==> config.mk <==
export PLATFORM = sky130hd
export DESIGN_NAME = dcr_regs
export DESIGN_NICKNAME = d
export VERILOG_FILES = /design/src/dcr_pkg.sv /design/src/dcr_regs.sv
export VERILOG_INCLUDE_DIRS = /design/src
export SDC_FILE = /design/constraint.sdc
export NUM_CORES = 1
export LEC_CHECK = 0
export ABC_AREA = 1
export ABC_CLOCK_PERIOD_IN_PS = 1700
export BUFFER_PORTS_ARGS = -buffer_cell sky130_fd_sc_hd__buf_2
export CORE_AREA = 2 2 185 187
export CTS_BUF_LIST = sky130_fd_sc_hd__clkbuf_4 sky130_fd_sc_hd__clkbuf_8
export CTS_CLUSTER_SIZE = 24
export DETAILED_ROUTE_END_ITERATION = 16
export DIE_AREA = 0 0 187 189
export PLACE_DENSITY_LB_ADDON = 0.1
export SLEW_MARGIN = 10
export SYNTH_ARGS = -nofsm -noshare
export SYNTH_HDL_FRONTEND = slang
export SYNTH_SLANG_ARGS = --single-unit
export TNS_END_PERCENT = 10
==> constraint.sdc <==
create_clock -name CLK_SYS -period 1.7 [get_ports CLK_SYS]
set_clock_uncertainty 0.05 [all_clocks]
set_input_delay 0.34 -clock CLK_SYS [delete_from_list [all_inputs] [get_ports CLK_SYS]]
set_output_delay 0.34 -clock CLK_SYS [all_outputs]
set_load 0.005 [all_outputs]
==> src/dcr_map.svh <==
// Register numbers, field positions, limits and reset values of the drive
// communications register map. Included by the register bank module.
`ifndef DCR_MAP_SVH
`define DCR_MAP_SVH
// Slave addressing
`define DCR_ADDR_BCAST       8'h00
`define DCR_ADDR_MIN         8'h01
`define DCR_ADDR_MAX         8'h20
// Command registers
`define DCR_REG_RUN          16'h0001
`define DCR_REG_SETPT        16'h0002
`define DCR_REG_VGAIN        16'h0003
`define DCR_REG_OUTCTL       16'h0009
`define DCR_REG_UNIT         16'h0198
`define DCR_REG_MAP_TOP      16'h00ff
// Monitor registers
`define DCR_REG_STATUS       16'h0020
`define DCR_REG_FAULT1       16'h0021
`define DCR_REG_LINK         16'h0022
`define DCR_REG_SETPT_MON    16'h0023
`define DCR_REG_OUTFRQ_MON   16'h0024
`define DCR_REG_CURR_MON     16'h0027
`define DCR_REG_VOLT_MON     16'h0028
`define DCR_REG_FAULT2       16'h0029
`define DCR_REG_WARN         16'h002a
`define DCR_REG_IN_TERM      16'h002b
`define DCR_REG_STATE1       16'h002c
`define DCR_REG_OUT_TERM     16'h002d
`define DCR_REG_STATE2       16'h002e
`define DCR_REG_DCBUS        16'h0031
`define DCR_REG_TORQUE       16'h0032
`define DCR_REG_HOURS        16'h0035
`define DCR_REG_POWER        16'h0037
`define DCR_REG_LOOP_FB      16'h0038
`define DCR_REG_LOOP_IN      16'h0039
`define DCR_REG_LOOP_OUT     16'h003a
`define DCR_REG_LINK_ERR     16'h003d
// Field positions and limits
`define DCR_RUN_BITS         11
`define DCR_BCAST_BITS       4
`define DCR_FLT_RESET_BIT    3
`define DCR_VGAIN_MIN        16'h0014
`define DCR_VGAIN_MAX        16'h07d0
`define DCR_VGAIN_RST        16'h03e8
`define DCR_FUNC_COMM_OUT    8'h12
`define DCR_ERR_REGNUM       8'h02
`define DCR_ERR_DATA         8'h21
`define DCR_FUNC_ERR_BIT     8'h80
`endif

==> src/dcr_pkg.sv <==
// Types shared by the drive communications register bank.
// Assumes a message layer that has already checked framing and CRC.
package dcr_pkg;
  // One decoded register access from the serial link
  typedef struct packed {
    logic        valid;
    logic [7:0]  slave;
    logic [7:0]  func;
    logic        write;
    logic [15:0] regnum;
    logic [15:0] wdata;
  } dcr_req_t;
  // Answer to the message layer
  typedef struct packed {
    logic        valid;
    logic [7:0]  func;
    logic        err;
    logic [7:0]  code;
    logic [15:0] rdata;
  } dcr_rsp_t;
  // Live values from the drive core, already in link units
  typedef struct packed {
    logic        running;
    logic        reversing;
    logic        ready;
    logic        faulted;
    logic        verify_fault;
    logic [15:0] setpt_mon;
    logic [15:0] outfrq_mon;
    logic [15:0] current;
    logic [15:0] voltage;
    logic [15:0] warn;
    logic [15:0] state1;
    logic [15:0] state2;
    logic [15:0] dcbus;
    logic [15:0] torque;
    logic [15:0] hours;
    logic [15:0] power;
    logic [15:0] loop_fb;
    logic [15:0] loop_in;
    logic [15:0] loop_out;
    logic [15:0] link_err;
  } dcr_mon_t;
  // Whole state of the register bank
  typedef struct packed {
    logic [10:0] run_cmd;
    logic [15:0] setpt;
    logic        setpt_bcast;
    logic [15:0] vgain;
    logic [2:0]  out_ctl;
    logic [15:0] unit_sel;
    logic [15:0] fault1;
    logic [15:0] fault2;
    logic        writing;
    logic        range_err;
    dcr_rsp_t    rsp;
  } dcr_state_t;
endpackage

==> src/dcr_regs.sv <==
// Register bank of the drive serial communications port: command
// registers, frequency unit selection and read-only monitors.
// Assumes decoded, CRC-checked requests arrive one per message.
`timescale 1ns/10ps
`default_nettype none
`include "dcr_map.svh"

// Summary of operation
// Answer own slave address 01 to 32
// Single-slave setpoint uses selected frequency unit
// Unit select register 0198 scales frequency
// Voltage gain 20 to 2000, 1000 unity
// Command reads return last written value
// Run word bits 0-3 run/reverse/fault/reset
// Run word bits 4-10 drive inputs 1-7
// Run word bits 11-15 read zero
// Command bits ORed with terminal inputs
// Output word bits 0-2 drive outputs
// Output follows bit only with code 18
// Broadcast address 00 writes run, setpoint only
// Broadcast setpoint full scale 30000 counts
// Broadcast run word uses bits 0-3 only
// Current 10/A, voltages 1/V monitors
// Power 100/kW signed, hours 1/h
// Loop monitors 10 per percent
// Status word bits from drive state
// Fault sets its fault status bit
// Link status writing, range, verify bits
// Large-variant registers included by option
// Error answer sets function code MSB
// Unused registers read zero, ignore writes
module dcr_regs
  import dcr_pkg::*;
#(
  parameter bit LARGE_BUILD = 1'b0
) (
  // Clock and reset
  input  wire logic        CLK_SYS,
  input  wire logic        RESET_N,
  // Own slave address strap
  input  wire logic [7:0]  SLAVE_ADDR,
  // Request from message layer
  input  wire dcr_req_t    REQ,
  // Answer to message layer
  output dcr_rsp_t         RSP,
  // Control terminals and drive core state
  input  wire logic [10:0] TERM_CMD,
  input  wire dcr_mon_t    MON,
  input  wire logic [15:0] FAULT1_EV,
  input  wire logic [15:0] FAULT2_EV,
  // Output terminal function selects and core output values
  input  wire logic [7:0]  OUT_FUNC_SEL [3],
  input  wire logic [2:0]  CORE_OUT,
  // Commands to the drive core
  output logic [10:0]      RUN_CMD_EFF,
  output logic [15:0]      SETPOINT,
  output logic             SETPOINT_BCAST,
  output logic [15:0]      VOLTAGE_GAIN,
  output logic [15:0]      COMM_UNIT_SEL,
  // Output terminals
  output logic [2:0]       OUT_TERM
);

  dcr_state_t st_r;
  dcr_state_t st_nxt;

  logic        own_ok;
  logic        hit;
  logic        bcast;
  logic        known;
  logic        flt_reset;
  logic [15:0] rd_val;
  logic [15:0] status_word;
  logic [15:0] link_word;
  logic [15:0] wd;

  // Address and request qualification
  assign own_ok = (SLAVE_ADDR >= `DCR_ADDR_MIN) &&
                  (SLAVE_ADDR <= `DCR_ADDR_MAX);
  assign hit    = REQ.valid && own_ok && (REQ.slave == SLAVE_ADDR);
  assign bcast  = REQ.valid && REQ.write &&
                  (REQ.slave == `DCR_ADDR_BCAST);
  assign known  = (REQ.regnum <= `DCR_REG_MAP_TOP) ||
                  (REQ.regnum == `DCR_REG_UNIT);
  assign wd     = REQ.wdata;

  // Fault reset seen from either command path
  assign flt_reset = RUN_CMD_EFF[`DCR_FLT_RESET_BIT];

  // Status word from drive state and terminals
  always_comb begin
    status_word    = 16'h0000;
    status_word[0] = MON.running;
    status_word[1] = MON.reversing;
    status_word[2] = MON.ready;
    status_word[3] = MON.faulted;
    status_word[4] = st_r.range_err | MON.verify_fault;
    status_word[7:5] = OUT_TERM;
  end

  // Data link status word
  always_comb begin
    link_word    = 16'h0000;
    link_word[0] = st_r.writing;
    link_word[3] = st_r.range_err;
    link_word[4] = MON.verify_fault;
  end

  // Read multiplexer; unused numbers read zero
  always_comb begin
    rd_val = 16'h0000;
    case (REQ.regnum)
      `DCR_REG_RUN: begin
        rd_val = {5'h00, st_r.run_cmd};
      end
      `DCR_REG_SETPT: begin
        rd_val = st_r.setpt;
      end
      `DCR_REG_VGAIN: begin
        rd_val = st_r.vgain;
      end
      `DCR_REG_OUTCTL: begin
        rd_val = {13'h0000, st_r.out_ctl};
      end
      `DCR_REG_UNIT: begin
        rd_val = st_r.unit_sel;
      end
      `DCR_REG_STATUS: begin
        rd_val = status_word;
      end
      `DCR_REG_FAULT1: begin
        rd_val = st_r.fault1;
      end
      `DCR_REG_LINK: begin
        rd_val = link_word;
      end
      `DCR_REG_SETPT_MON: begin
        rd_val = MON.setpt_mon;
      end
      `DCR_REG_OUTFRQ_MON: begin
        rd_val = MON.outfrq_mon;
      end
      `DCR_REG_CURR_MON: begin
        rd_val = MON.current;
      end
      `DCR_REG_VOLT_MON: begin
        rd_val = MON.voltage;
      end
      `DCR_REG_FAULT2: begin
        rd_val = LARGE_BUILD ? st_r.fault2 : 16'h0000;
      end
      `DCR_REG_WARN: begin
        rd_val = LARGE_BUILD ? MON.warn : 16'h0000;
      end
      `DCR_REG_IN_TERM: begin
        rd_val = {9'h000, TERM_CMD[10:4]};
      end
      `DCR_REG_STATE1: begin
        rd_val = MON.state1;
      end
      `DCR_REG_OUT_TERM: begin
        rd_val = {13'h0000, OUT_TERM};
      end
      `DCR_REG_STATE2: begin
        rd_val = LARGE_BUILD ? MON.state2 : 16'h0000;
      end
      `DCR_REG_DCBUS: begin
        rd_val = MON.dcbus;
      end
      `DCR_REG_TORQUE: begin
        rd_val = MON.torque;
      end
      `DCR_REG_HOURS: begin
        rd_val = LARGE_BUILD ? MON.hours : 16'h0000;
      end
      `DCR_REG_POWER: begin
        rd_val = MON.power;
      end
      `DCR_REG_LOOP_FB: begin
        rd_val = MON.loop_fb;
      end
      `DCR_REG_LOOP_IN: begin
        rd_val = MON.loop_in;
      end
      `DCR_REG_LOOP_OUT: begin
        rd_val = MON.loop_out;
      end
      `DCR_REG_LINK_ERR: begin
        rd_val = MON.link_err;
      end
      default: begin
        rd_val = 16'h0000;
      end
    endcase
  end

  // Next-state logic for the whole bank
  always_comb begin
    st_nxt           = st_r;
    st_nxt.writing   = 1'b0;
    st_nxt.rsp       = '0;
    // Sticky fault flags; a new fault wins over reset
    st_nxt.fault1    = (flt_reset ? 16'h0000 : st_r.fault1) | FAULT1_EV;
    st_nxt.fault2    = (flt_reset ? 16'h0000 : st_r.fault2) |
                       (LARGE_BUILD ? FAULT2_EV : 16'h0000);
    // Single-slave access
    if (hit) begin
      st_nxt.rsp.valid = 1'b1;
      st_nxt.rsp.func  = REQ.func;
      if (!known) begin
        st_nxt.rsp.err  = 1'b1;
        st_nxt.rsp.func = REQ.func | `DCR_FUNC_ERR_BIT;
        st_nxt.rsp.code = `DCR_ERR_REGNUM;
      end else if (!REQ.write) begin
        st_nxt.rsp.rdata = rd_val;
      end else begin
        st_nxt.writing = 1'b1;
        case (REQ.regnum)
          `DCR_REG_RUN: begin
            st_nxt.run_cmd   = wd[`DCR_RUN_BITS-1:0];
            st_nxt.range_err = 1'b0;
          end
          `DCR_REG_SETPT: begin
            st_nxt.setpt       = wd;
            st_nxt.setpt_bcast = 1'b0;
            st_nxt.range_err   = 1'b0;
          end
          `DCR_REG_VGAIN: begin
            if (wd >= `DCR_VGAIN_MIN && wd <= `DCR_VGAIN_MAX) begin
              st_nxt.vgain     = wd;
              st_nxt.range_err = 1'b0;
            end else begin
              st_nxt.range_err = 1'b1;
              st_nxt.rsp.err   = 1'b1;
              st_nxt.rsp.func  = REQ.func | `DCR_FUNC_ERR_BIT;
              st_nxt.rsp.code  = `DCR_ERR_DATA;
            end
          end
          `DCR_REG_OUTCTL: begin
            st_nxt.out_ctl   = wd[2:0];
            st_nxt.range_err = 1'b0;
          end
          `DCR_REG_UNIT: begin
            st_nxt.unit_sel  = wd;
            st_nxt.range_err = 1'b0;
          end
          default: begin
            st_nxt.range_err = st_r.range_err;
          end
        endcase
      end
    end else if (bcast) begin
      // Broadcast: no answer, two registers only
      case (REQ.regnum)
        `DCR_REG_RUN: begin
          st_nxt.writing = 1'b1;
          st_nxt.run_cmd[`DCR_BCAST_BITS-1:0] =
            wd[`DCR_BCAST_BITS-1:0];
        end
        `DCR_REG_SETPT: begin
          st_nxt.writing     = 1'b1;
          st_nxt.setpt       = wd;
          st_nxt.setpt_bcast = 1'b1;
        end
        default: begin
          st_nxt.writing = 1'b0;
        end
      endcase
    end
  end

  // State register
  always_ff @(posedge CLK_SYS or negedge RESET_N) begin
    if (!RESET_N) begin
      st_r          <= '0;
      st_r.vgain    <= `DCR_VGAIN_RST;
    end else begin
      st_r          <= st_nxt;
    end
  end

  // Commands to the core, terminals ORed in
  assign RUN_CMD_EFF    = st_r.run_cmd | TERM_CMD;
  assign SETPOINT       = st_r.setpt;
  assign SETPOINT_BCAST = st_r.setpt_bcast;
  assign VOLTAGE_GAIN   = st_r.vgain;
  assign COMM_UNIT_SEL  = st_r.unit_sel;
  assign RSP            = st_r.rsp;

  // Output terminals: link bit only when selected for comms
  always_comb begin
    for (int i = 0; i < 3; i++) begin
      OUT_TERM[i] = (OUT_FUNC_SEL[i] == `DCR_FUNC_COMM_OUT) ?
                    st_r.out_ctl[i] : CORE_OUT[i];
    end
  end

endmodule
`default_nettype wire

==> results of run 1 <==
cell type report:
type / count / share of cell area [%]
Antenna cell: 8 / 0.166
Clock buffer: 10 / 1.14
Clock inverter: 6 / 0.477
Inverter: 157 / 4.94
Multi-Input combinational cell: 887 / 35.4
Sequential cell: 109 / 22.7
Tap cell: 448 / 4.64
Timing Repair Buffer: 582 / 30.5
registers in the layout, summed over array words and instances (netlist names):
name / flops
st_r: 30
RSP: 28
COMM_UNIT_SEL: 16
SETPOINT: 16
VOLTAGE_GAIN: 16
link_word: 2
SETPOINT_BCAST: 1
cells by family (layout without fill, tap and decap cells):
group	after synthesis	after routing	synth area share (%)
AND/OR/NAND/NOR	769	769	41.7
XOR/XNOR	1	1	0.105
other	1	13	0.0449
flip-flops	109	109	32.8
buffers and inverters	289	755	17.9
AO/OA/AOI/OAI	112	112	7.48
metal layers:
| layer | wire length [um] | vias up | share of wire [%] | GRT usage (%) |
|---|---|---|---|---|
| met5 | 48 | - | 0.11 | 0 |
| met4 | 1250 | 8 | 2.8 | 8.42 |
| met3 | 3170 | 64 | 7.2 | 6.75 |
| met2 | 19600 | 330 | 45 | 38.5 |
| met1 | 19800 | 4605 | 45 | 32.8 |
| li1 | - | 4884 | - | - |
worst paths after layout:
kind | start | to | slack [ps] | depth (start not counted)
hold reg to reg | SETPOINT_BCAST | SETPOINT_BCAST | 460 | 2
max in group asynchronous | RESET_N | VOLTAGE_GAIN[9] | 720 | 3
hold / removal | FAULT1_EV[2] | st_r[54] | 50 | 2
min in group asynchronous | RESET_N | RSP[13] | 290 | 2
setup reg to reg | st_r[84] | RSP[5] | 260 | 9
setup / recovery | REQ[19] | RSP[4] | 10 | 15
through the flow:
stage               std cells  cell area, um2
finish                   2207           12100
global placement         2166           11500
floorplan                1285            8360
CTS                      2194           11900
global route             2203           12100
detailed placement       2166           11500
critical path, delay by kind of cell:
kind	cells	cell delay, ps
AND/OR/NAND/NOR	8	920
buffers and inverters	6	640
AO/OA/AOI/OAI	1	70
placed cells by master, fill, tap and decap left out, types with 2 or more instances in the layout:
cell and instances:
nand3_1 85, buf_6 5, inv_4 3, a21oi_1 5, buf_12 23, o21ai_0 43
o21ai_2 3, inv_1 144, conb_1 5, dfrtp_2 8, buf_4 156, o21bai_1 16
diode_2 8, nor2_1 134, clkbuf_8 10, nor3_1 6, inv_2 10, nand2_1 394
nand2_2 13, nor2_4 22, nor2_2 18, nand3b_1 2, nand3_4 3, nand4_1 69
nor3_2 2, dfstp_2 6, or2_4 11, buf_2 397, o21ai_1 41, nand3_2 5
dfrtp_1 95, nand2_4 2
power by group:
part           switching, mW  internal [mW]  total (mW)  leakage (nW)
registers            0.00914           2.61        2.62          1.39
logic                  0.482          0.434       0.916          5.47
clock network           1.10          0.603        1.70        0.0976
total                   1.59           3.65        5.24          6.96
what timing repair did:
| item | in CTS | in global routing |
|---|---|---|
| hold endpoints to repair | 54 | 0 |
| gates resized for setup | 25 | 39 |
| pin swaps | 3 | 10 |
| hold buffers | 1 | 0 |
| buffers inserted | 11 | 5 |
| endpoints found under the setup margin | 20 | 55 |
==> flow_metrics.tcl, run 1 <==
set metrics [dict create \
    clock_sinks 109 \
    yosys.area.top_type "dfrtp_1" \
    avgSynthCellArea_um2 6.51 \
    port_buffers 402 \
    die_w_um 187 \
    async_reset_ff_share_pct 100 \
    postLayoutSetupSlackWorst_ps 14.4 \
    fin_hold_ws_ps 50.0 \
    drc_errors 0 \
    grt_max_degree 39 \
    synth.distinct_cells 35 \
    status "finished clean" \
    place_ws_ps -517 \
    start_util_pct 25.1 \
    insertion_delay_ps 420 \
    cts_buffer_depth 2 \
    vias 9891 \
    routedWlPerCell_um 19.9 \
    ios 472 \
    synthCells 1281 \
    place_congestion 0.909 \
    crit_fanout 7 \
    num_rows 67 \
    rsz0062_at_grt "true" \
    start_kind "primary input" \
    cp.required_ps 1980 \
    fin_setup_tns_ps 0 \
    cp-end-kind "register" \
    cts-root-buf "clkbuf_8" \
    synthFlopType "dfrtp_1" \
    hold_viol_final 0 \
    ys.warnings.count 0 \
    grt_pass1_vias 10000 \
    nets 2121 \
    critPathSlowestCell "nor2_1" \
    wirelength_um 43900 \
    power_mw 5.24 \
    synth_edf_count 0 \
    finalSetupViolCount 0 \
    antenna_found_initial 12 \
    multi_input_area_mm2 0.00427 \
    crit_type "primary input to register" \
    irDropWorstVdd_mv 0.472 \
    synth.top_cells.by_count "nand2_1 (400), nor2_1 (145), inv_1 (144)" \
    clk_pin_slew_ps 130 \
    leakage_nw 6.96 \
    synth-seq-area-share_pct 32.8 \
    drive_above_1_share_pct 40.3 \
    area_growth_pct 44.7 \
    period_share_pct 99.2 \
    arrival_ps 1970 \
    yosysTopAreaCellShare_pct 30.9 \
    dieArea_mm2 0.0353 \
    gr-total-overflow 0 \
    finalCriticalPeriod_ps 1690 \
    vias_per_cell 4.48 \
    core_area_mm2 0.0333 \
    die_h_um 189 \
    grt_pass1_wl_um 63900 \
    synth_area_mm2 0.00835 \
    maxCapViolations 0 \
    firstDrtPassIters 5 \
    synth_most_common_cell "nand2_1" \
    cpMostUsedCell "nand2_1" \
    drt-initial-drc-count 729 \
    ant_nets 0 \
    regArea_mm2 0.00275 \
    max_stage_delay_ps 200 \
    power_density_mw_per_mm2 434 \
    hold_class "primary input to register" \
    numCtsBuffers 9 \
    synth_seq_cells 109 \
    synthTopCellsByArea "dfrtp_1 (31%), nand2_1 (18%), buf_4 (8.4%)" \
    dp_hpwl_um 36800 \
    ctsHtreeMaxLevel 3 \
    final_core_util_pct 36.3 \
    max_freq_ghz 0.593 \
    drv_slew 0 \
    fill_cells 3771 \
    track_usage_pct 24.7 \
    cts_tree "yes" \
    cp_cell_sequence "buf_2 > buf_4 > inv_2 > nor2_2 > nand2_1 > inv_1 > nand3_2 > inv_2 > buf_12 > nand2_1 > o21ai_0 > nor2_1 > nand2_1 > nor2_2 > nor2_4" \
]
Power figures use the tool's default switching activity.
==> run 2, diff against run 1 <==
--- a/config.mk
+++ b/config.mk
@@ -9,12 +9,12 @@
 export ABC_AREA = 1
 export ABC_CLOCK_PERIOD_IN_PS = 1700
 export BUFFER_PORTS_ARGS = -buffer_cell sky130_fd_sc_hd__buf_2
-export CORE_AREA = 2 2 185 187
+export CORE_AREA = 2 2 186 188
 export CTS_BUF_LIST = sky130_fd_sc_hd__clkbuf_4 sky130_fd_sc_hd__clkbuf_8
 export CTS_CLUSTER_SIZE = 24
 export DETAILED_ROUTE_END_ITERATION = 16
-export DIE_AREA = 0 0 187 189
-export PLACE_DENSITY_LB_ADDON = 0.1
+export DIE_AREA = 0 0 188 190
+export PLACE_DENSITY = 0.48
 export SLEW_MARGIN = 10
 export SYNTH_ARGS = -nofsm -noshare
 export SYNTH_HDL_FRONTEND = slang
==> run 2 against run 1 <==
Effect of this change:
- hold slack gained 12 ps
- die area grew 1.1%
- sequential cell count is the same
- largest power group unchanged
- final cell count grew 0.18%
- critical endpoint is now RUN_CMD_EFF[5]
- wire length shrank 0.19%
- sequential power is essentially flat
- non-clock buffer count shrank 4
- critical path type is now register to output pin
==> flow_metrics.tcl, run 2 (synthesis gave the netlist of run 1 again) <==
set metrics [dict create \
    grt_pass1_wl_um 62300 \
    ant_nets 0 \
    ios 472 \
    wirelength_um 43900 \
    drt-initial-drc-count 630 \
    hold_class "primary input to register" \
    period_share_pct 98.3 \
    port_buffers 402 \
    finalSetupViolCount 0 \
    final_core_util_pct 35.7 \
    wl_met3_um 3210 \
    switchingPower_mw 1.62 \
    firstDrtPassIters 6 \
    die_h_um 190 \
    power_mw 5.26 \
    final_common_cell "buf_2" \
    power_density_mw_per_mm2 434 \
    ctsHtreeMaxLevel 3 \
    met2_wirelength_um 20400 \
    crit_fanout 3 \
    nets 2117 \
    start_util_pct 24.6 \
    antenna_found_initial 11 \
    drive_above_1_share_pct 40.1 \
    p_sw_share_pct 30.7 \
    cp.required_ps 1310 \
    fin_setup_tns_ps 0 \
    grt_max_degree 47 \
    status "finished clean" \
    dp_hpwl_um 36600 \
    layout_common_cells "buf_2 (399), nand2_1 (394), buf_4 (147)" \
    drc_errors 0 \
    combPwrFrac_pct 16.8 \
    clock_sinks 109 \
    hold_viol_final 0 \
    dieArea_mm2 0.0357 \
    cts_buffer_depth 2 \
    track_usage_pct 23.8 \
    cp-end-kind "output pin" \
    arrival_ps 1280 \
    worstHoldStart "FAULT1_EV[13]" \
    largest_register_ffs 30 \
    rsz0062_at_grt "true" \
    crit_type "register to output pin" \
    core_area_mm2 0.0339 \
    crit_start "st_r[125]" \
    num_rows 68 \
    die_w_um 188 \
    routedWlPerCell_um 19.8 \
    vias_per_cell 4.48 \
    highest_layer "met5" \
    gr-total-overflow 0 \
    finalCriticalPeriod_ps 1670 \
    maxCapViolations 0 \
    numCtsBuffers 9 \
    grt_pass1_vias 9748 \
    clock_power_share_pct 33.4 \
    regMostFlops "st_r" \
    cts_tree "yes" \
    cts-root-buf "clkbuf_8" \
    area_growth_pct 45.3 \
    wl_met1_um 19500 \
    reg2reg_from "st_r[128]" \
    p_int_mw 3.64 \
    insertion_delay_ps 410 \
    irDropWorstVdd_mv 0.363 \
    clk_pin_slew_ps 140 \
    max_freq_ghz 0.599 \
    place_congestion 0.920 \
    drv_slew 0 \
    fin_hold_ws_ps 61.5 \
    start_kind "register" \
    pwr-share-seq_pct 49.8 \
    vias 9899 \
    leakage_nw 6.97 \
]
-- run 2: changes by cell type in the layout (fill, tap and decap cells not counted), moves of 3 or more --
cell | before | now
inv_2 | 10 | 13
o21ai_1 | 41 | 38
dfrtp_2 | 8 | 3
dfrtp_1 | 95 | 100
buf_4 | 156 | 147
o21ai_0 | 43 | 48
nor2_4 | 22 | 25
-- run 2: power groups by stage --
stage	Clock, mW	Combinational (mW)	Sequential (mW)
finish	1.76	0.882	2.62
global route	1.94	0.963	2.62
CTS	1.84	0.870	2.62
detailed placement	0	0.855	2.67
global placement	0	0.855	2.67
floorplan	0	0.199	2.67
-- run 2: critical path, stage by stage, from the launching register on --
cell	delay [ps]
dfrtp_1	480
or2_4	270
buf_2	120
-- run 2: worst paths after layout --
check,to,cells after the start,slack (ps)
setup / recovery,RUN_CMD_EFF[5],2,30
hold / removal,st_r[65],2,60
setup reg to reg,RSP[8],9,80
hold reg to reg,VOLTAGE_GAIN[7],2,460
max in group asynchronous,st_r[52],3,670
min in group asynchronous,COMM_UNIT_SEL[13],2,310
-- run 2: per-stage QoR --
stage                     worst slack [ps]  area, um2  instances
final                                 29.7      12100       2211
after global placement                -519      11600       2176
after floorplan                       14.9       8360       1285
after detailed placement              -538      11600       2176
after CTS                            -44.8      11800       2194
after global routing                 -38.4      12100       2209
-- run 2: area by class of cell --
| type | count | area (um2) |
|---|---|---|
| fillers | 3800 | 21800 |
| multi-input cells | 887 | 4300 |
| repair buffers | 578 | 3690 |
| flip-flops and latches | 109 | 2740 |
| inverters | 157 | 592 |
| well taps | 455 | 569 |
| clock buffers | 9 | 124 |
| clock inverters | 7 | 90.1 |
| diodes | 9 | 22.5 |
-- run 2: what timing repair did --
item | in CTS | in global routing
hold buffers | 1 | 0
cloned | 0 | 2
resized for setup | 18 | 42
pin swaps | 5 | 13
setup buffers | 2 | 6
setup endpoints to repair | 38 | 43
endpoints found under the hold margin | 16 | 0
-- run 2: layer usage --
metal / track usage [%] / vias to the layer above
met1: 31.4 / 4621
met5: 0 / -
met2: 37.9 / 350
li1: - / 4877
met3: 6.51 / 47
met4: 6.81 / 4
==> run 3, diff against run 2 <==
--- a/config.mk
+++ b/config.mk
@@ -9,11 +9,11 @@
 export ABC_AREA = 1
 export ABC_CLOCK_PERIOD_IN_PS = 1700
 export BUFFER_PORTS_ARGS = -buffer_cell sky130_fd_sc_hd__buf_2
-export CORE_AREA = 2 2 186 188
+export CORE_AREA = 2 2 185 187
 export CTS_BUF_LIST = sky130_fd_sc_hd__clkbuf_4 sky130_fd_sc_hd__clkbuf_8
 export CTS_CLUSTER_SIZE = 24
 export DETAILED_ROUTE_END_ITERATION = 16
-export DIE_AREA = 0 0 188 190
+export DIE_AREA = 0 0 187 189
 export PLACE_DENSITY = 0.48
 export SLEW_MARGIN = 10
 export SYNTH_ARGS = -nofsm -noshare
==> run 3 against run 2 <==
Effect of this change:
- clock power increased by 6%
- die area decreased by 1.1%
- first-iteration DRC count increased by 2.2%
- power increased by 2.4%
- cell area increased by 2.2%
- worst setup slack got worse by 11 ps
- critical path type unchanged
- largest power group unchanged
==> flow_metrics.tcl, run 3 (synthesis gave the netlist of run 1 again) <==
set metrics [dict create \
    crit_type "register to output pin" \
    max_freq_ghz 0.595 \
    die_w_um 187 \
    core_area_mm2 0.0333 \
    grt_pass1_vias 10100 \
    final_core_util_pct 37.2 \
    start_util_pct 25.1 \
    cts-root-buf "clkbuf_8" \
    track_usage_pct 24.3 \
    arrival_ps 1290 \
    grt_max_degree 37 \
    crit_fanout 5 \
    irDropWorstVdd_mv 0.292 \
    fill_cells 3727 \
    ctsHtreeMaxLevel 3 \
    regMostFlops "st_r" \
    routedWlPerCell_um 20.4 \
    layout_common_cells "buf_2 (399), nand2_1 (392), buf_4 (147)" \
    wirelength_um 45100 \
    drt-initial-drc-count 644 \
    power_density_mw_per_mm2 435 \
    final_cell_count_no_fill 2214 \
    dieArea_mm2 0.0353 \
    final_common_cell "buf_2" \
    drc_errors 0 \
    hold_viol_final 0 \
    clk_pin_slew_ps 140 \
    cp.required_ps 1310 \
    numCtsBuffers 9 \
    ant_nets 0 \
    drive_above_1_share_pct 41.2 \
    die_h_um 189 \
    cts_buffer_depth 2 \
    rsz0062_at_grt "true" \
    status "finished clean" \
    cts_tree "yes" \
    port_buffers 402 \
    nets 2127 \
    antenna_found_initial 11 \
    place_congestion 0.928 \
    vias 10100 \
    insertion_delay_ps 410 \
    firstDrtPassIters 5 \
    cp-end-kind "output pin" \
    finalSetupViolCount 0 \
    final_cell_area_mm2 0.0124 \
    clock_sinks 109 \
    finalCriticalPeriod_ps 1680 \
    drv_slew 0 \
    maxCapViolations 0 \
    placed_cells 2159 \
    power_mw 5.39 \
    vias_per_cell 4.55 \
    grt_pass1_wl_um 63300 \
    leakage_nw 7.07 \
    largest_register_ffs 30 \
    postPlaceCellArea_mm2 0.0115 \
    ios 472 \
    gr-total-overflow 0 \
    start_kind "register" \
    dp_hpwl_um 36000 \
    area_growth_pct 48.5 \
    period_share_pct 98.9 \
    num_rows 67 \
    fin_setup_tns_ps 0 \
    hold_class "primary input to register" \
]
-- run 3: cell types whose count changed in the layout (fill, tap and decap cells not counted), moves of 3 or more --
cell | before | now
dfrtp_1 | 100 | 95
o21ai_0 | 48 | 45
clkbuf_16 | 2 | 7
nor2_2 | 16 | 20
nor2_1 | 133 | 127
dfrtp_2 | 3 | 8
o21ai_1 | 38 | 42
-- run 3: worst max-delay path: stages, from the launching register on --
cell	delay (ps)
dfrtp_1	420
or2_4	310
buf_6	140
-- run 3: what timing repair did --
action | CTS | global route
endpoints found under the setup margin | 24 | 83
hold endpoints to repair | 14 | 0
pin swaps | 2 | 22
gates resized for setup | 23 | 64
hold buffers | 1 | 0
buffers inserted | 4 | 16
gates cloned | 0 | 9
-- run 3: metrics by stage --
stage,hold WS (ps),setup slack [ps]
global route,52.2,-17.1
CTS,46.1,0.499
finish,68.2,19.2
floorplan,-5.59,14.9
global placement,218,-443
detailed placement,220,-478
-- run 3: cell type report --
cell class	count	area [um2]	share of cell area (%)
sequential	109	2750	22.2
timing repair buffer	587	3880	31.3
inverter	157	597	4.82
clock buffer	9	124	1.00
multi-input combinational	888	4380	35.3
clock inverter	7	90.1	0.727
tap	448	561	4.52
antenna	9	22.5	0.182
-- run 3: final timing paths --
path	from	end	slack [ps]	depth (start not counted)
min in group asynchronous	RESET_N	COMM_UNIT_SEL[13]	320	2
hold reg to reg	VOLTAGE_GAIN[7]	VOLTAGE_GAIN[7]	450	2
setup reg to reg	st_r[86]	RSP[2]	110	9
hold / removal	FAULT1_EV[11]	st_r[63]	70	2
setup / recovery	st_r[123]	RUN_CMD_EFF[3]	20	2
max in group asynchronous	RESET_N	st_r[124]	680	3
-- run 3: per-layer routing --
| layer | global-route usage [%] | part of all wire, % |
|---|---|---|
| met2 | 39.0 | 47 |
| met5 | 0 | 0.051 |
| met3 | 4.62 | 5.8 |
| met4 | 8.33 | 2.2 |
| met1 | 32.6 | 45 |
-- run 3: report_power, final --
part,internal (mW),switching [mW]
clock,0.718,1.14
sequential,2.61,0.00778
combinational,0.437,0.466
